$ cat config.mk
export PLATFORM = sky130hd
export DESIGN_NAME = modem_mode_cmd
export DESIGN_NICKNAME = d
export VERILOG_FILES = /design/src/hdl/modem_cfg_pkg.sv /design/src/hdl/modem_mode_cmd.sv /design/src/hdl/byte_fifo.sv
export SDC_FILE = /design/constraint.sdc
export NUM_CORES = 1
export LEC_CHECK = 0
export BUFFER_PORTS_ARGS = -buffer_cell sky130_fd_sc_hd__buf_2
export CORE_MARGIN = 2
export CORE_UTILIZATION = 51
export CTS_BUF_LIST = sky130_fd_sc_hd__clkbuf_8
export CTS_CLUSTER_SIZE = 25
export DETAILED_ROUTE_END_ITERATION = 8
export MAX_ROUTING_LAYER = met4
export PLACE_DENSITY = 0.77
export SYNTH_ARGS = -nofsm -noshare
export SYNTH_HDL_FRONTEND = slang
export SYNTH_SLANG_ARGS = --single-unit
$ cat constraint.sdc
create_clock -name clk_sys -period 3.7 [get_ports clk_sys]
set_clock_uncertainty 0.05 [all_clocks]
set_input_delay 0.37 -clock clk_sys [delete_from_list [all_inputs] [get_ports clk_sys]]
set_output_delay 0.37 -clock clk_sys [all_outputs]
set_load 0.005 [all_outputs]
$ cat src/hdl/modem_cfg_pkg.sv
// Shared constants and types for the radio modem mode and configuration block
package modem_cfg_pkg;

  // ==========================================================================
  // Command bytes
  localparam logic [7:0] CMD_WRITE = 8'hC0;
  localparam logic [7:0] CMD_READ = 8'hC1;
  localparam logic [7:0] CMD_TEMP = 8'hC2;
  localparam logic [7:0] CMD_REMOTE = 8'hCF;
  localparam logic [7:0] ERR_BYTE = 8'hFF;
  localparam logic [7:0] RSP_HEADER = 8'hC1;

  // ==========================================================================
  // Counts and reset values
  localparam logic [1:0] ERR_LAST = 2'h2;
  localparam logic [5:0] PACKET_LAST = 6'h36;
  localparam logic [7:0] REG_RESET = 8'h00;
  localparam int CFG_BAUD = 9600;
  localparam int NUM_REGS_DEFAULT = 16;
  localparam int FIFO_DEPTH_DEFAULT = 8;

  // ==========================================================================
  // Types
  typedef enum logic [1:0] {
    MODE_CONT,
    MODE_GEN,
    MODE_CFG,
    MODE_OFF
  } mode_t;

  typedef enum logic [3:0] {
    P_IDLE,
    P_PFX,
    P_FWD,
    P_CMD,
    P_ADDR,
    P_LEN,
    P_PARAM,
    P_RSP_HDR,
    P_RSP_ADDR,
    P_RSP_LEN,
    P_RSP_DATA,
    P_ERR
  } parse_t;

  typedef struct packed {
    logic [7:0] data;
    logic last;
  } beat_t;

endpackage : modem_cfg_pkg

$ cat src/hdl/modem_mode_cmd.sv
// Mode selection, packetiser and configuration command interpreter
//
// Behaviour
// - Low select high and high select low gives general transmission mode.
// - General mode sends host bytes over the air in packets of 55 bytes.
// - General mode starts a transmission when host data arrives and receives when not sending.
// - Low select low and high select high gives configuration mode with register access.
// - Configuration mode sends only remote configuration commands over the air.
// - Configuration mode keeps only remote command answers from the air and drops the rest.
// - Both selects high stops all transmitting and receiving.
// - Configuration mode runs the host link at 9600 baud, 8 data bits, no parity, one stop bit.
// - Command C0 stores parameters persistently and is echoed with C1, address, length, parameters.
// - Command C1 reads registers and is answered with C1, address, length, contents.
// - Command C2 applies parameters temporarily and is echoed like a persistent write.
// - A command behind two CF bytes goes over the air to a remote unit, whose answer is passed back.
// - One access covers length consecutive registers from the start address.
// - A malformed frame is answered with three FF bytes.
// - Both selects low gives continuous transmission with an automatically derived air rate.
`timescale 1ns/1ps
module modem_mode_cmd
  import modem_cfg_pkg::*;
#(
  parameter int NUM_REGS = modem_cfg_pkg::NUM_REGS_DEFAULT,
  parameter int FIFO_DEPTH = modem_cfg_pkg::FIFO_DEPTH_DEFAULT
) (
  input wire logic clk_sys,
  input wire logic resetn,
  input wire logic mode_select_low_pin,
  input wire logic mode_select_high,
  input wire logic host_rx_valid,
  input wire modem_cfg_pkg::beat_t host_rx,
  output logic host_rx_ready,
  output logic host_tx_valid,
  output modem_cfg_pkg::beat_t host_tx,
  input wire logic host_tx_ready,
  output logic host_baud_fixed,
  output logic air_tx_valid,
  output modem_cfg_pkg::beat_t air_tx,
  input wire logic air_tx_ready,
  input wire logic air_rx_valid,
  input wire modem_cfg_pkg::beat_t air_rx,
  output logic air_rx_ready,
  output logic air_rate_auto,
  output modem_cfg_pkg::mode_t mode,
  output logic [NUM_REGS*8-1:0] live_regs,
  output logic [NUM_REGS*8-1:0] saved_regs
);

  import modem_cfg_pkg::*;

  initial begin
    if (NUM_REGS < 1 || NUM_REGS > 256) begin
      $error("modem_mode_cmd: NUM_REGS must lie in 1..256");
    end
  end

  // ==========================================================================
  // State
  typedef struct packed {
    logic [1:0] sync1;
    logic [1:0] sync2;
    parse_t st;
    logic remote;
    logic remote_wait;
    logic [7:0] cmd;
    logic [7:0] addr;
    logic [7:0] len;
    logic [7:0] cnt;
    logic air_valid;
    beat_t air;
    logic [5:0] pkt;
    logic [NUM_REGS-1:0][7:0] live;
    logic [NUM_REGS-1:0][7:0] saved;
  } state_t;

  state_t cur;
  state_t next_cur;

  logic slot_free;
  logic cfg;
  logic stream;
  logic take;
  logic rsp_active;
  logic air_pass;
  logic fifo_in_valid;
  logic fifo_in_ready;
  beat_t fifo_in;
  beat_t rsp;
  logic [7:0] rd_idx;
  logic [8:0] span;

  // ==========================================================================
  // Mode decode from the synchronised select pins
  always_comb begin
    case (cur.sync2)
      2'b00: mode = MODE_CONT;
      2'b01: mode = MODE_GEN;
      2'b10: mode = MODE_CFG;
      default: mode = MODE_OFF;
    endcase
  end

  assign cfg = (mode == MODE_CFG);
  assign stream = (mode == MODE_GEN) || (mode == MODE_CONT);
  assign host_baud_fixed = cfg;
  assign air_rate_auto = (mode == MODE_CONT);
  assign air_tx_valid = cur.air_valid;
  assign air_tx = cur.air;
  assign live_regs = cur.live;
  assign saved_regs = cur.saved;

  // The one-byte air slot can take a new byte in the cycle it drains
  assign slot_free = !cur.air_valid || air_tx_ready;
  assign rd_idx = cur.addr + cur.cnt;
  assign span = {1'b0, cur.addr} + {1'b0, host_rx.data};

  // ==========================================================================
  // Host receive back-pressure
  always_comb begin
    host_rx_ready = 1'b1;
    if (stream) begin
      host_rx_ready = slot_free;
    end else if (cfg) begin
      case (cur.st)
        P_IDLE, P_PFX: host_rx_ready = 1'b1;
        P_CMD, P_ADDR, P_LEN, P_PARAM: host_rx_ready = !cur.remote || slot_free;
        default: host_rx_ready = 1'b0;
      endcase
    end
  end

  assign take = host_rx_valid && host_rx_ready;

  // ==========================================================================
  // Response byte source
  assign rsp_active = cfg && (cur.st inside {P_RSP_HDR, P_RSP_ADDR, P_RSP_LEN, P_RSP_DATA, P_ERR});

  always_comb begin
    rsp = '{data: ERR_BYTE, last: 1'b0};
    case (cur.st)
      P_RSP_HDR: rsp.data = RSP_HEADER;
      P_RSP_ADDR: rsp.data = cur.addr;
      P_RSP_LEN: rsp.data = cur.len;
      P_RSP_DATA: begin
        rsp.data = cur.live[rd_idx];
        rsp.last = (cur.cnt == cur.len - 8'h01);
      end
      P_ERR: begin
        rsp.data = ERR_BYTE;
        rsp.last = (cur.cnt[1:0] == ERR_LAST);
      end
      default: rsp.data = ERR_BYTE;
    endcase
  end

  // ==========================================================================
  // Air receive path into the host FIFO
  // In configuration mode only an outstanding remote request opens the path
  assign air_pass = stream || (cfg && cur.remote_wait && !rsp_active);

  always_comb begin
    if (air_pass) begin
      air_rx_ready = fifo_in_ready;
    end else begin
      air_rx_ready = cfg;
    end
  end

  assign fifo_in_valid = rsp_active || (air_pass && air_rx_valid);
  assign fifo_in = rsp_active ? rsp : air_rx;

  byte_fifo #(
    .WIDTH($bits(beat_t)),
    .DEPTH(FIFO_DEPTH)
  ) u_host_fifo (
    .clk_sys(clk_sys),
    .resetn(resetn),
    .in_valid(fifo_in_valid),
    .in_ready(fifo_in_ready),
    .in_data(fifo_in),
    .out_valid(host_tx_valid),
    .out_ready(host_tx_ready),
    .out_data(host_tx)
  );

  // ==========================================================================
  // Next-state logic
  always_comb begin
    next_cur = cur;
    next_cur.sync1 = {mode_select_high, mode_select_low_pin};
    next_cur.sync2 = cur.sync1;
    if (cur.air_valid && air_tx_ready) begin
      next_cur.air_valid = 1'b0;
    end
    if (mode == MODE_OFF) begin
      next_cur.air_valid = 1'b0;
    end

    // Packetised and continuous streaming
    if (stream && take) begin
      next_cur.air_valid = 1'b1;
      next_cur.air.data = host_rx.data;
      next_cur.air.last = host_rx.last;
      if (mode == MODE_GEN && cur.pkt == PACKET_LAST) begin
        next_cur.air.last = 1'b1;
      end
      next_cur.pkt = next_cur.air.last ? 6'h00 : cur.pkt + 6'h01;
    end

    if (air_pass && air_rx_valid && fifo_in_ready && cfg && air_rx.last) begin
      next_cur.remote_wait = 1'b0;
    end

    if (!cfg) begin
      // Leaving configuration mode abandons any frame in progress
      next_cur.st = P_IDLE;
      next_cur.remote = 1'b0;
      next_cur.remote_wait = 1'b0;
    end else begin
      next_cur.pkt = 6'h00;
      case (cur.st)
        P_IDLE: begin
          if (take) begin
            next_cur.remote = 1'b0;
            next_cur.cnt = 8'h00;
            if (host_rx.data == CMD_REMOTE) begin
              next_cur.st = P_PFX;
            end else if (host_rx.data inside {CMD_WRITE, CMD_READ, CMD_TEMP}) begin
              next_cur.cmd = host_rx.data;
              next_cur.st = P_ADDR;
            end else begin
              next_cur.st = P_ERR;
            end
          end
        end
        P_PFX: begin
          if (take) begin
            next_cur.cnt = 8'h00;
            next_cur.st = (host_rx.data == CMD_REMOTE) ? P_FWD : P_ERR;
          end
        end
        P_FWD: begin
          // Replays the two prefix bytes to the air ahead of the command
          if (slot_free) begin
            next_cur.air_valid = 1'b1;
            next_cur.air = '{data: CMD_REMOTE, last: 1'b0};
            next_cur.cnt = cur.cnt + 8'h01;
            if (cur.cnt == 8'h01) begin
              next_cur.remote = 1'b1;
              next_cur.st = P_CMD;
            end
          end
        end
        P_CMD: begin
          if (take) begin
            next_cur.cnt = 8'h00;
            if (host_rx.data inside {CMD_WRITE, CMD_READ, CMD_TEMP}) begin
              next_cur.cmd = host_rx.data;
              next_cur.air_valid = 1'b1;
              next_cur.air = '{data: host_rx.data, last: 1'b0};
              next_cur.st = P_ADDR;
            end else begin
              next_cur.st = P_ERR;
            end
          end
        end
        P_ADDR: begin
          if (take) begin
            next_cur.addr = host_rx.data;
            if (cur.remote) begin
              next_cur.air_valid = 1'b1;
              next_cur.air = '{data: host_rx.data, last: 1'b0};
            end
            next_cur.st = P_LEN;
          end
        end
        P_LEN: begin
          if (take) begin
            next_cur.len = host_rx.data;
            next_cur.cnt = 8'h00;
            if (cur.remote) begin
              next_cur.air_valid = 1'b1;
              next_cur.air = '{data: host_rx.data, last: (cur.cmd == CMD_READ)};
            end
            if (host_rx.data == 8'h00 || (!cur.remote && span > 9'(NUM_REGS))) begin
              next_cur.st = P_ERR;
            end else if (cur.cmd == CMD_READ) begin
              next_cur.remote_wait = cur.remote;
              next_cur.st = cur.remote ? P_IDLE : P_RSP_HDR;
            end else begin
              next_cur.st = P_PARAM;
            end
          end
        end
        P_PARAM: begin
          if (take) begin
            if (cur.remote) begin
              next_cur.air_valid = 1'b1;
              next_cur.air = '{data: host_rx.data, last: (cur.cnt == cur.len - 8'h01)};
            end else begin
              next_cur.live[rd_idx] = host_rx.data;
              if (cur.cmd == CMD_WRITE) begin
                next_cur.saved[rd_idx] = host_rx.data;
              end
            end
            next_cur.cnt = cur.cnt + 8'h01;
            if (cur.cnt == cur.len - 8'h01) begin
              next_cur.cnt = 8'h00;
              next_cur.remote_wait = cur.remote;
              next_cur.st = cur.remote ? P_IDLE : P_RSP_HDR;
            end
          end
        end
        P_RSP_HDR: begin
          if (fifo_in_ready) begin
            next_cur.st = P_RSP_ADDR;
          end
        end
        P_RSP_ADDR: begin
          if (fifo_in_ready) begin
            next_cur.st = P_RSP_LEN;
          end
        end
        P_RSP_LEN: begin
          if (fifo_in_ready) begin
            next_cur.cnt = 8'h00;
            next_cur.st = P_RSP_DATA;
          end
        end
        P_RSP_DATA: begin
          if (fifo_in_ready) begin
            next_cur.cnt = cur.cnt + 8'h01;
            if (rsp.last) begin
              next_cur.st = P_IDLE;
            end
          end
        end
        P_ERR: begin
          if (fifo_in_ready) begin
            next_cur.cnt = cur.cnt + 8'h01;
            if (rsp.last) begin
              next_cur.st = P_IDLE;
            end
          end
        end
        default: next_cur.st = P_IDLE;
      endcase
    end
  end

  // ==========================================================================
  // State register
  always_ff @(posedge clk_sys or negedge resetn) begin
    if (!resetn) begin
      cur <= '0;
      cur.st <= P_IDLE;
      cur.live <= {NUM_REGS{REG_RESET}};
      cur.saved <= {NUM_REGS{REG_RESET}};
    end else begin
      cur <= next_cur;
    end
  end

endmodule : modem_mode_cmd

$ cat src/hdl/byte_fifo.sv
// Synchronous FIFO with valid/ready on both sides
`timescale 1ns/1ps
module byte_fifo #(
  parameter int WIDTH = 9,
  parameter int DEPTH = 8
) (
  input wire logic clk_sys,
  input wire logic resetn,
  input wire logic in_valid,
  output logic in_ready,
  input wire logic [WIDTH-1:0] in_data,
  output logic out_valid,
  input wire logic out_ready,
  output logic [WIDTH-1:0] out_data
);

  localparam int AW = $clog2(DEPTH);

  initial begin
    if (DEPTH < 2 || (1 << AW) != DEPTH || WIDTH < 1) begin
      $error("byte_fifo: DEPTH must be a power of two >= 2");
    end
  end

  typedef struct packed {
    logic [DEPTH-1:0][WIDTH-1:0] mem;
    logic [AW:0] wr;
    logic [AW:0] rd;
  } fifo_state_t;

  fifo_state_t cur;
  fifo_state_t next_cur;
  logic full;
  logic empty;

  // ==========================================================================
  // Flags
  // Extra pointer bit tells full from empty without a separate counter
  assign full = (cur.wr[AW] != cur.rd[AW]) && (cur.wr[AW-1:0] == cur.rd[AW-1:0]);
  assign empty = (cur.wr == cur.rd);
  assign in_ready = !full;
  assign out_valid = !empty;
  assign out_data = cur.mem[cur.rd[AW-1:0]];

  always_comb begin
    next_cur = cur;
    if (in_valid && !full) begin
      next_cur.mem[cur.wr[AW-1:0]] = in_data;
      next_cur.wr = cur.wr + 1'b1;
    end
    if (out_ready && !empty) begin
      next_cur.rd = cur.rd + 1'b1;
    end
  end

  always_ff @(posedge clk_sys or negedge resetn) begin
    if (!resetn) begin
      cur <= '0;
    end else begin
      cur <= next_cur;
    end
  end

endmodule : byte_fifo

After elaboration in Yosys (flattened, before gate mapping)
Index checks and enable logic that the tools add are counted.
{"block": "classes", "n_eq_ne": 53, "reduce_logical": 48, "n_addsub": 7, "n_lt_le_gt_ge": 6, "n_bitwise": 1, "n_mux": 80}
{"operator": "256-bit two-way mux", "count": 3}
{"operator": "272-bit two-way mux", "count": 1}
{"operator": "128-bit bitwise mux", "count": 2}
{"operator": "128-bit two-way mux", "count": 1}
{"operator": "8-bit two-way mux", "count": 10}
{"operator": "72-bit bitwise mux", "count": 1}
{"operator": "18-bit two-way mux", "count": 4}
{"operator": "4-bit two-way mux", "count": 15}
{"operator": "8-bit one-hot mux with 7 select lines", "count": 1}
{"operator": "10-bit two-way mux", "count": 5}
{"operator": "10-bit one-hot mux with 5 select lines", "count": 1}
{"operator": "8-bit equality test (second input constant)", "count": 6}
{"operator": "4-bit one-hot mux with 11 select lines", "count": 1}
{"operator": "3-bit != test (second input constant)", "count": 13}
{"operator": "8-bit binary-select mux with 4-bit select", "count": 1}
{"operator": "8-bit demux with 4-bit select", "count": 1}
{"operator": "8-bit one-hot mux with 4 select lines", "count": 1}
{"operator": "9-bit binary-select mux with 3-bit select", "count": 1}
{"operator": "9-bit demux with 3-bit select", "count": 1}
{"operator": "9-bit two-way mux", "count": 3}
{"operator": "1-bit logical AND", "count": 17}
{"operator": "4-bit by 3-bit equality test with 1-bit output (second input constant)", "count": 4}
{"operator": "4-bit equality test (second input constant)", "count": 4}
{"operator": "16-bit two-way mux", "count": 1}
{"operator": "other kinds (49)", "count": 97}
{"block": "word_totals", "reg_bits": 394, "output_inout_bits": 282, "word_cells": 250, "inputBits": 26}

Depth between registers and ports, before layout
Gate-level depths: netlist of the first run.
{"block": "logic_depth", "ltp_word": 17, "mapped_depth": 10}

By module
From an unflattened synthesis of the first run, not the netlist that was laid out.
{"block": "unflattened", "cells_unflattened": 1710, "area_unflattened_um2": 21496.9}
{"mod": "modem_mode_cmd", "area_per_inst_um2": 17658.2, "n_inst": 1, "cells_per_inst": 1481}
{"mod": "byte_fifo", "area_per_inst_um2": 3838.7, "n_inst": 1, "cells_per_inst": 229}

Worst setup path after synthesis of the first run
Ideal clock, no wire load.
{"block": "synth_timing", "path_kind": "register to register", "from": "register cur[272] (netlist bit)", "to": "register u_host_fifo.cur[72] (netlist bit)", "synth_period_minus_slack_ns": 3.276, "setup_slack_ns": 0.424, "t_arrival_ns": 3.102, "setup_ns": 0.125, "path_stages_with_launch": 10, "path_cell_list": "dfrtp_1 -> ha_1 -> fa_1 -> clkbuf_1 -> clkbuf_1 -> mux4_2 -> mux4_2 -> nand2_1 -> a41oi_1 -> mux2_2"}
{"block": "synth_between", "elab_chain_len": 6}
{"element": "start, declared", "line_no": "modem_mode_cmd.sv:76", "rtl": "state_t cur;"}
{"element": "start signal, assigned", "line_no": "modem_mode_cmd.sv:360", "rtl": "cur <= next_cur;"}
{"element": "8-bit adder", "line_no": "modem_mode_cmd.sv:114", "rtl": "assign rd_idx = cur.addr + cur.cnt;"}
{"element": "8-bit binary-select mux with 4-bit select", "line_no": "modem_mode_cmd.sv:145", "rtl": "rsp.data = cur.live[rd_idx];"}
{"element": "8-bit two-way mux (implied by the code)", "line_no": "modem_mode_cmd.sv:145"}
{"element": "8-bit one-hot mux with 4 select lines", "line_no": "modem_mode_cmd.sv:140", "rtl": "case (cur.st)"}
{"element": "9-bit two-way mux", "line_no": "modem_mode_cmd.sv:170", "rtl": "assign fifo_in = rsp_active ? rsp : air_rx;"}
{"element": "72-bit bitwise mux", "line_no": "byte_fifo.sv:48", "rtl": "next_cur.mem[cur.wr[AW-1:0]] = in_data;"}
{"element": "end signal, assigned", "line_no": "byte_fifo.sv:60", "rtl": "cur <= next_cur;"}
{"element": "end, declared", "line_no": "byte_fifo.sv:31", "rtl": "fifo_state_t cur;"}
Every way passes these cells. The select of a mux whose other input is x is not followed.
A chain may end at the register's enable or synchronous reset.

Final worst setup path of the first run
{"block": "layout_timing", "from": "register cur[273] (netlist bit)", "to": "register cur, in the netlist saved_regs[0]"}
{"block": "layout_between", "elab_chain_len": 6, "word_cells_on_any_way": 7, "cone_classes": "add/sub: 1; order compare: 2; mux: 3; reduce/logical: 1"}
{"element": "8-bit adder (*)", "line_no": "modem_mode_cmd.sv:114"}
{"element": "8-bit by 1-bit greater-or-equal comparator with 1-bit output (implied by the code) or 8-bit by 5-bit < comparator with 1-bit output (tied branches)", "line_no": "modem_mode_cmd.sv:303", "rtl": "next_cur.saved[rd_idx] = host_rx.data;"}
{"element": "1-bit logical AND (implied by the code)", "line_no": "modem_mode_cmd.sv:303"}
{"element": "8-bit two-way mux (implied by the code)", "line_no": "modem_mode_cmd.sv:303"}
{"element": "8-bit demux with 4-bit select (*)", "line_no": "modem_mode_cmd.sv:303"}
{"element": "128-bit bitwise mux (*)", "line_no": "modem_mode_cmd.sv:303"}
Mark *: on every way between the ends. The rest lies on a longest branch, timed or not.

==> results of run 1 <==
==> layout by cell type, fill, tap and decap left out, drive strengths merged, types with 8 or more instances in the layout <==
cell	count
xnor2	15
nor2b	10
clkinv	8
nor4	11
xor2	14
nor2	59
clkbuf	88
mux2	362
o22ai	9
ha	23
o211ai	12
o21ai	37
inv	37
nand2b	10
mux4	58
nand3	13
or2	8
dfrtp	394
nand2	87
a21oi	38
nor3	19
buf	356
==> final timing paths <==
| path | start | endpoint | slack (ns) | depth (start not counted) |
|---|---|---|---|---|
| min in group asynchronous | resetn | saved_regs[88]$_DFFE_PN0P_ | 0.41 | 2 |
| min reg2reg | cur[312]$_DFF_PN0_ | cur[310]$_DFF_PN0_ | 0.30 | 0 |
| max in group asynchronous | resetn | saved_regs[52]$_DFFE_PN0P_ | 2.24 | 3 |
| max | cur[273]$_DFFE_PN0P_ | saved_regs[0]$_DFFE_PN0P_ | 0.28 | 9 |
| min | host_rx_valid | air_tx_valid$_DFF_PN0_ | 0.06 | 3 |
| max reg2reg | cur[273]$_DFFE_PN0P_ | saved_regs[0]$_DFFE_PN0P_ | 0.28 | 9 |
==> kinds of logic after synthesis <==
logic type	after synthesis	synth area share, %
muxes	426	26.1
DFF	394	47.4
and+or+nand+nor	261	6.86
AOI/OAI and AO/OA	161	5.25
xor gates and xnor gates	29	1.22
adders and majority gates	25	1.57
buffers and inverters	370	11.6
==> per-stage QoR <==
| stage | power [mW] | util [%] |
|---|---|---|
| 2_1_floorplan | 6.95 | - |
| 3_3_place_gp | 7.68 | 52.2 |
| 3_5_place_dp | 7.78 | 52.2 |
| 4_1_cts | 12.0 | 55.9 |
| 5_1_grt | 12.5 | 55.9 |
| 6_report | 11.9 | 55.9 |
==> per-layer routing <==
| layer | GRT usage, % | routed length, um |
|---|---|---|
| met3 | 6.78 | 4010 |
| met5 | - | 0 |
| met2 | 41.0 | 26200 |
| met1 | 34.8 | 23000 |
| met4 | 11.5 | 2090 |
==> synth_stat cells, types with 8 or more instances <==
| library cell | instances |
|---|---|
| nand2_1 | 87 |
| clkbuf_1 | 61 |
| o22ai_1 | 9 |
| o21ai_0 | 36 |
| a21oi_1 | 36 |
| xnor2_1 | 15 |
| inv_1 | 18 |
| nor2b_1 | 10 |
| mux2_1 | 8 |
| nor2_1 | 57 |
| nand2b_1 | 10 |
| mux4_2 | 58 |
| dfrtp_1 | 394 |
| ha_1 | 23 |
| nor3_1 | 17 |
| buf_4 | 266 |
| nand3_1 | 13 |
| xor2_1 | 14 |
| buf_2 | 19 |
| mux2_2 | 354 |
| o211ai_1 | 12 |
==> registers in the layout, indices dropped and copies added, names as in the netlist <==
register and flops:
air_tx 9, air_tx_valid 1, cur 48, live_regs 128
saved_regs 128, u_host_fifo.cur 80
==> worst max-delay path, stage by stage (launching register included) <==
cell and delay [ns]:
dfrtp_1 0.49, ha_1 0.34, a21o_1 0.16, a21oi_1 0.28, xor2_2 0.36, buf_12 0.20
nand2_1 0.07, nor3_2 0.51, nand2_1 0.44, mux2_2 0.39
==> power by group through the flow <==
stage | sequential (mW) | clock [mW] | combinational, mW
floorplan | 5.04 | 0 | 1.91
global placement | 5.13 | 0 | 2.55
detailed placement | 5.17 | 0 | 2.61
CTS | 5.10 | 4.33 | 2.62
global route | 5.17 | 4.52 | 2.81
finish | 5.10 | 4.24 | 2.59
==> final cells by class <==
cell class	count	area (sq um)	share of cell area [%]
Tap cell	532	666	2.94
Inverter	20	75.1	0.331
Multi-Input combinational cell	902	8570	37.8
Sequential cell	394	9860	43.5
Clock buffer	88	1210	5.34
Timing Repair Buffer	360	2030	8.95
Clock inverter	33	260	1.15
==> results.yml, run 1 <==
timing:
  setup_tns_ns: 0
  fmax_mhz: 293
  worst_pin_slew_ns: 1.04
  report.final.hold_viol_count: 0
  fin_ws_ns: 0.284
  grt_setup_unrepaired: "no"
  fin_crit_ns: 3.42
  setup_viol: 0
  finalCritPeriodShare_pct: 92.3
  worst_hold_slack_ns: 0.0602
  relSlewSlack_pct: 30.1
  slew_viol_final: 0
power_and_ir_drop:
  power_frac_seq_pct: 42.8
  power_frac_clock_pct: 35.6
  p_per_area_nw_per_um2: 527
  p_sw_mw: 3.40
  p_leak_nw: 11.7
  worst_ir_drop_vdd_mv: 0.331
  internal_power_mw: 8.53
  p_comb_share_pct: 21.7
  switching_share_pct: 28.5
yosys:
  synth_top_area_share_pct: 47.4
  syn_inst: 1666
  synth_nets: 1717
  synth_top_cell_by_area: "dfrtp_1"
  syn_area_sq_um: 20800
  synth_area_per_cell_sq_um: 12.5
  synth-edff-count: 0
  yosysSeqAreaShare_pct: 47.4
  ys_async_sr_fraction_pct: 100
  synth_cell_type_count: 83
  ys_ff_latch: 394
  synth-main-ff-cell: "dfrtp_1"
  synth-warning-count: 0
  synth_area_leaders: "dfrtp_1 47%, mux2_2 19%, buf_4 9.6%"
finish:
  fin_cells: 2329
  syn2layout_area_growth_pct: 8.88
  antenna_cells: 0
  design_area_sq_um: 22700
  nFillCells: 3331
  drive_gt1_share_pct: 50.6
  nNetsFinal: 1798
detailed_routing:
  postRouteAntennaNets: 0
  vias: 13500
  vias_per_cell: 5.81
  drc_errors: 0
  drt-initial-drc-count: 1042
  routed_wl_mm: 55.3
  firstDrtPassIters: 5
  avgRoutedWirePerCell_um: 23.7
critical_path:
  path_max_fanout: 9
  worstPathArrival_ns: 3.86
  cp-start-kind: "register"
  worst-setup-path-type: "register to register"
  cp.required_ns: 4.15
  end_kind: "register"
clock_tree:
  cts_resized: 0
  holdBufCountCts: 4
  cts.sinks: 394
  h-tree-depth: 3
  cts_setup_buffers: 0
  clk_pin_slew_ns: 0.06
  clockRootBuffer: "clkbuf_8"
  clk_path_buf_depth: 3
  cts_made_buffers: 69
  cts_tree: "yes"
  clk_latency_ns: 0.63
place:
  dpl-instance-area_sq_um: 21200
  hpwlAfterDp_mm: 39.1
  gp_congestion: 0.915
  pre_cts_ws_ns: 0.307
  io_buffers: 307
  numPlacedInstances: 2204
floorplanning:
  ioPinCount: 308
  fp.dieW_um: 206
  die_h_um: 206
  coreArea_sq_um: 40600
  initial_core_util_pct: 51.3
  rows: 74
  die-area_sq_um: 42500
global_routing:
  grt_antenna_before_repair: 0
  grt_overflow: 0
  grt_max_degree: 125
  track_usage_pct: 27.1
  grt_pass1_vias: 13800
  grt_pass1_wl_mm: 83.8
status:
  status: "completed"
run:
  drv_cap: 0
hold_path:
  min_path_type: "input port to register"
No activity file was read; power rests on OpenSTA's default activity.
==> run 2, diff against run 1 <==
- CTS_BUF_LIST: sky130_fd_sc_hd__clkbuf_8 -> unset
==> run 2 against run 1 <==
Compared with the run above:
- via count shrank 0.54%
- sequential power is essentially flat
- worst setup slack lost 0.017 ns
- combinational power is essentially flat
- critical path depth shrank 1
- cell count shrank 1.7%
- clock power grew 15%
- routed wire length grew 0.24%
- first-iteration DRC count shrank 4.5%
- clock-buffer cell count shrank 24
==> results.yml, run 2 (synthesis gave the netlist of run 1 again) <==
finish:
  final_common_cell: "dfrtp_1"
  syn2layout_area_growth_pct: 9.61
  nNetsFinal: 1773
  drive_gt1_share_pct: 50.1
  multiInputGateArea_sq_um: 8570
  design_area_sq_um: 22800
  nFillCells: 3290
  final_cell_mix: "394 x dfrtp_1, 354 x mux2_2, 306 x buf_2, 87 x nand2_1, 58 x mux4_2"
  regArea_sq_um: 9860
clock_tree:
  h-tree-depth: 2
  cts_tree: "yes"
  cts_setup_buffers: 0
  clk_pin_slew_ns: 0.06
  cts.sinks: 394
  clk_latency_ns: 0.59
  clockRootBuffer: "clkbuf_16"
  cts_made_buffers: 45
  clk_path_buf_depth: 3
  cts_resized: 0
  holdBufCountCts: 3
timing:
  fmax_mhz: 291
  relSlewSlack_pct: 33.3
  fin_ws_ns: 0.267
  fin_crit_ns: 3.43
  setup_tns_ns: 0
  setup_viol: 0
  grt_setup_unrepaired: "no"
  finalCritPeriodShare_pct: 92.8
  report.final.hold_viol_count: 0
  worst_pin_slew_ns: 0.988
  slew_viol_final: 0
power_and_ir_drop:
  p_sw_mw: 3.49
  power_frac_seq_pct: 40.6
  power_frac_clock_pct: 38.8
  internal_power_mw: 9.10
  switching_share_pct: 27.7
  p_leak_nw: 11.7
  p_comb_share_pct: 20.7
  p_per_area_nw_per_um2: 552
  worst_ir_drop_vdd_mv: 0.317
place:
  hpwlAfterDp_mm: 39.1
  gp_congestion: 0.915
  dpl-instance-area_sq_um: 21200
  pre_cts_ws_ns: 0.307
  io_buffers: 307
critical_path:
  cp-start-kind: "register"
  worstPathArrival_ns: 3.84
  path_max_fanout: 35
  worst-setup-path-type: "register to register"
  path_cells: "ha_2 > fa_2 > buf_12 > mux4_2 > mux4_2 > nand2_1 > a41oi_1 > mux2_2"
  cp.required_ns: 4.11
  end_kind: "register"
  cpMostUsedCell: "mux4_2"
  max_stage_delay_ns: 0.56
  crit_slowest_cell: "fa_2"
detailed_routing:
  drt-initial-drc-count: 995
  avgRoutedWirePerCell_um: 24.2
  postRouteAntennaNets: 0
  vias_per_cell: 5.88
  routed_wl_mm: 55.4
  vias: 13500
  drc_errors: 0
  firstDrtPassIters: 5
global_routing:
  grt_antenna_before_repair: 1
  grt_max_degree: 125
  grt_overflow: 0
  grt_pass1_wl_mm: 84.2
  grt_pass1_vias: 13700
  track_usage_pct: 27.1
floorplanning:
  rows: 74
  initial_core_util_pct: 51.3
  coreArea_sq_um: 40600
  ioPinCount: 308
  die-area_sq_um: 42500
  fp.dieW_um: 206
  die_h_um: 206
run:
  drv_cap: 0
hold_path:
  min_path_type: "input port to register"
status:
  status: "completed"
## run 2: changes by cell type in the layout (fill, tap and decap cells not counted), sizes merged
cell,before,now
clkinv,8,7
diode,0,1
clkinvlp,4,1
clkbuf,88,64
dlygate4sd3,4,3
inv,37,23
bufinv,4,7
## run 2: final timing paths
path	start	endpoint	slack, ns	depth (start not counted)
worst min register to register	cur[312]$_DFF_PN0_	cur[310]$_DFF_PN0_	0.32	0
worst max register to register	cur[272]$_DFFE_PN0P_	u_host_fifo.cur[60]$_DFFE_PN0P_	0.27	8
min in group asynchronous	resetn	saved_regs[88]$_DFFE_PN0P_	0.44	2
worst min-delay path	host_rx[0]	cur[259]$_DFFE_PN0P_	0.05	4
worst max-delay path	cur[272]$_DFFE_PN0P_	u_host_fifo.cur[60]$_DFFE_PN0P_	0.27	8
max in group asynchronous	resetn	live_regs[81]$_DFFE_PN0P_	2.21	3
## run 2: area by class of cell
type / instances / share of cell area [%]
Inverter: 20 / 0.329
Timing Repair Buffer: 359 / 8.85
Antenna cell: 1 / 0.0110
Clock buffer: 64 / 5.77
Sequential cell: 394 / 43.2
Multi-Input combinational cell: 902 / 37.5
Clock inverter: 18 / 1.37
Tap cell: 532 / 2.92
## run 2: power by group through the flow
stage	Sequential, mW	Clock (mW)	Combinational [mW]
floorplan	5.04	0	1.91
global placement	5.13	0	2.55
detailed placement	5.17	0	2.61
CTS	5.10	4.94	2.63
global route	5.17	5.11	2.82
finish	5.11	4.88	2.60
## run 2: through the flow
| step | cells | power, mW | hold slack (ns) | util, % |
|---|---|---|---|---|
| floorplan | 1666 | 6.95 | 0.0244 | - |
| global placement | 2204 | 7.68 | 0.287 | 52.2 |
| detailed placement | 2204 | 7.78 | 0.298 | 52.2 |
| CTS | 2289 | 12.7 | 0.0347 | 56.3 |
| global route | 2290 | 13.1 | 0.0727 | 56.3 |
| finish | 2290 | 12.6 | 0.0524 | 56.3 |
## run 2: worst max-delay path: cells and delay by family (launching register included)
kind / cells / cell delay [ns]
adder cells (fa/ha/maj): 2 / 0.79
buffers and inverters: 1 / 0.23
flip-flops: 1 / 0.45
multiplexers: 3 / 1.34
AND/OR/NAND/NOR: 1 / 0.10
AO/OA/AOI/OAI: 1 / 0.30
## run 2: metal layers
layer,global-route usage [%],routed length (um)
met1,35.0,23100
met2,41.4,26200
met3,6.84,4030
met4,10.4,2070
met5,-,0
==> run 3, diff against run 2 <==
- RECOVER_POWER: unset -> 50
==> run 3 against run 2 <==
Compared with the run above:
- the run now ends with capacitance limit, slew limit left
- sequential cell count unchanged
- fmax barely moved
- non-clock buffer count is the same
- register-to-register slack about the same
- cell count did not move
- critical endpoint is now u_host_fifo.cur[61]$_DFFE_PN0P_
- utilization shrank 0.74 points
- largest power group unchanged
- first-iteration DRC count is 13% higher
- clock-buffer cell count did not move
==> results.yml, run 3 (synthesis gave the netlist of run 1 again) <==
critical_path:
  worst-setup-path-type: "register to register"
  cpMostUsedCell: "mux4_2"
  rr_worst_depth: 8
  r2r_slack_ns: 0.27
  cp-start-kind: "register"
  path_cells: "ha_2 > fa_2 > buf_12 > mux4_2 > mux4_2 > nand2_1 > a41oi_1 > mux2_2"
  worstPathArrival_ns: 3.83
  end_kind: "register"
  max_stage_delay_ns: 0.56
  crit_slowest_cell: "fa_2"
  r2r_end: "u_host_fifo.cur[61]$_DFFE_PN0P_"
  path_max_fanout: 35
  crit_buf_inv: 1
  crit_family: "multiplexers"
  crit-reg2reg-launch: "cur[272]$_DFFE_PN0P_"
  cp.required_ns: 4.10
timing:
  finalCritPeriodShare_pct: 92.8
  worst_pin_slew_ns: 1.78
  report.final.hold_viol_count: 0
  grt_setup_unrepaired: "no"
  setup_tns_ns: 0
  relSlewSlack_pct: -18.6
  fin_crit_ns: 3.43
  fmax_mhz: 291
  setup_viol: 0
  slew_viol_final: 124
hold_path:
  min_path_type: "input port to register"
  hold_depth: 4
  holdPathEnd: "cur[259]$_DFFE_PN0P_"
  hold_start: "host_rx[0]"
clock_tree:
  cts_tree: "yes"
  clockRootBuffer: "clkbuf_16"
  clk_pin_slew_ns: 0.06
  holdBufCountCts: 3
  cts_resized: 0
  cts.sinks: 394
  h-tree-depth: 2
  cts_setup_buffers: 0
  clk_path_buf_depth: 3
  cts_made_buffers: 45
  clk_latency_ns: 0.59
power_and_ir_drop:
  p_leak_nw: 10.8
  switching_share_pct: 27.7
  p_sw_mw: 3.48
  worst_ir_drop_vdd_mv: 0.316
  power_frac_seq_pct: 40.6
  internal_power_mw: 9.09
  p_comb_share_pct: 20.6
  power_frac_clock_pct: 38.8
  p_per_area_nw_per_um2: 558
global_routing:
  grt_pass1_vias: 13700
  grt_overflow: 0
  track_usage_pct: 27.1
  grt_max_degree: 125
  grt_pass1_wl_mm: 84.2
  grt_antenna_before_repair: 1
floorplanning:
  fp.dieW_um: 206
  die-area_sq_um: 42500
  die_h_um: 206
  initial_core_util_pct: 51.3
  coreArea_sq_um: 40600
  rows: 74
  ioPinCount: 308
detailed_routing:
  vias: 13500
  drt-initial-drc-count: 1125
  postRouteAntennaNets: 0
  routed_wl_mm: 55.4
  vias_per_cell: 5.88
  firstDrtPassIters: 5
  avgRoutedWirePerCell_um: 24.2
  drc_errors: 0
finish:
  drive_gt1_share_pct: 38.5
  final_cell_mix: "394 x dfrtp_1, 354 x mux2_2, 210 x clkbuf_1, 106 x buf_2, 87 x nand2_1"
  syn2layout_area_growth_pct: 8.17
  postLayoutCoreUtil_pct: 55.5
  nNetsFinal: 1773
  final_common_cell: "dfrtp_1"
status:
  violations: "capacitance limit, slew limit"
  status: "complete, but fails checks"
place:
  io_buffers: 307
  gp_congestion: 0.915
  hpwlAfterDp_mm: 39.1
run:
  drv_cap: 1
## run 3: how the worst max path moves through the flow
stage / from / slack, ns / to / cells after the start
after floorplan: cur[272]$_DFFE_PN0P_ / 0.42 / u_host_fifo.cur[72]$_DFFE_PN0P_ / 9
after global placement: cur[272]$_DFFE_PN0P_ / 0.32 / saved_regs[48]$_DFFE_PN0P_ / 8
after detailed placement: cur[272]$_DFFE_PN0P_ / 0.31 / saved_regs[52]$_DFFE_PN0P_ / 8
after CTS: cur[272]$_DFFE_PN0P_ / 0.28 / saved_regs[48]$_DFFE_PN0P_ / 8
after global routing: resetn / 0.09 / u_host_fifo.cur[20]$_DFFE_PN0P_ / 3
final: cur[272]$_DFFE_PN0P_ / 0.27 / u_host_fifo.cur[61]$_DFFE_PN0P_ / 8
## run 3: metrics by stage
stage | power, mW | setup WS (ns) | hold slack (ns) | instances | area, sq um
floorplan | 6.95 | 0.424 | 0.0244 | 1666 | 20800
global placement | 7.68 | 0.316 | 0.287 | 2204 | 21200
detailed placement | 7.78 | 0.307 | 0.298 | 2204 | 21200
CTS | 12.7 | 0.277 | 0.0347 | 2289 | 22800
global route | 13.1 | 0.0919 | 0.0727 | 2290 | 22500
finish | 12.6 | 0.267 | 0.0531 | 2290 | 22500
## run 3: worst min-delay path, delay by kind of cell
kind,cells,cell delay [ns]
AOI/OAI and AO/OA,2,0.12
buffers and inverters,1,0.08
and+or+nand+nor,1,0.07
## run 3: area by class of cell
cell class,count,area (sq um)
fillers,3407,18000
flip-flops and latches,394,9860
multi-input cells,902,8570
repair buffers,359,1720
clock buffers,64,1320
well taps,532,666
clock inverters,18,313
inverters,20,75.1
diodes,1,2.50
## run 3: metal layers
layer	vias to the layer above	wire length (um)	track usage (%)
met5	-	0	-
met4	0	2130	10.4
met3	125	4340	6.84
met1	6988	22900	35.0
met2	541	26100	41.4
li1	5812	-	-
## run 3: power groups by stage
stage / sequential (mW) / clock [mW] / combinational (mW)
after floorplan: 5.04 / 0 / 1.91
after global placement: 5.13 / 0 / 2.55
after detailed placement: 5.17 / 0 / 2.61
after CTS: 5.10 / 4.94 / 2.63
after global routing: 5.17 / 5.11 / 2.81
final: 5.11 / 4.88 / 2.59
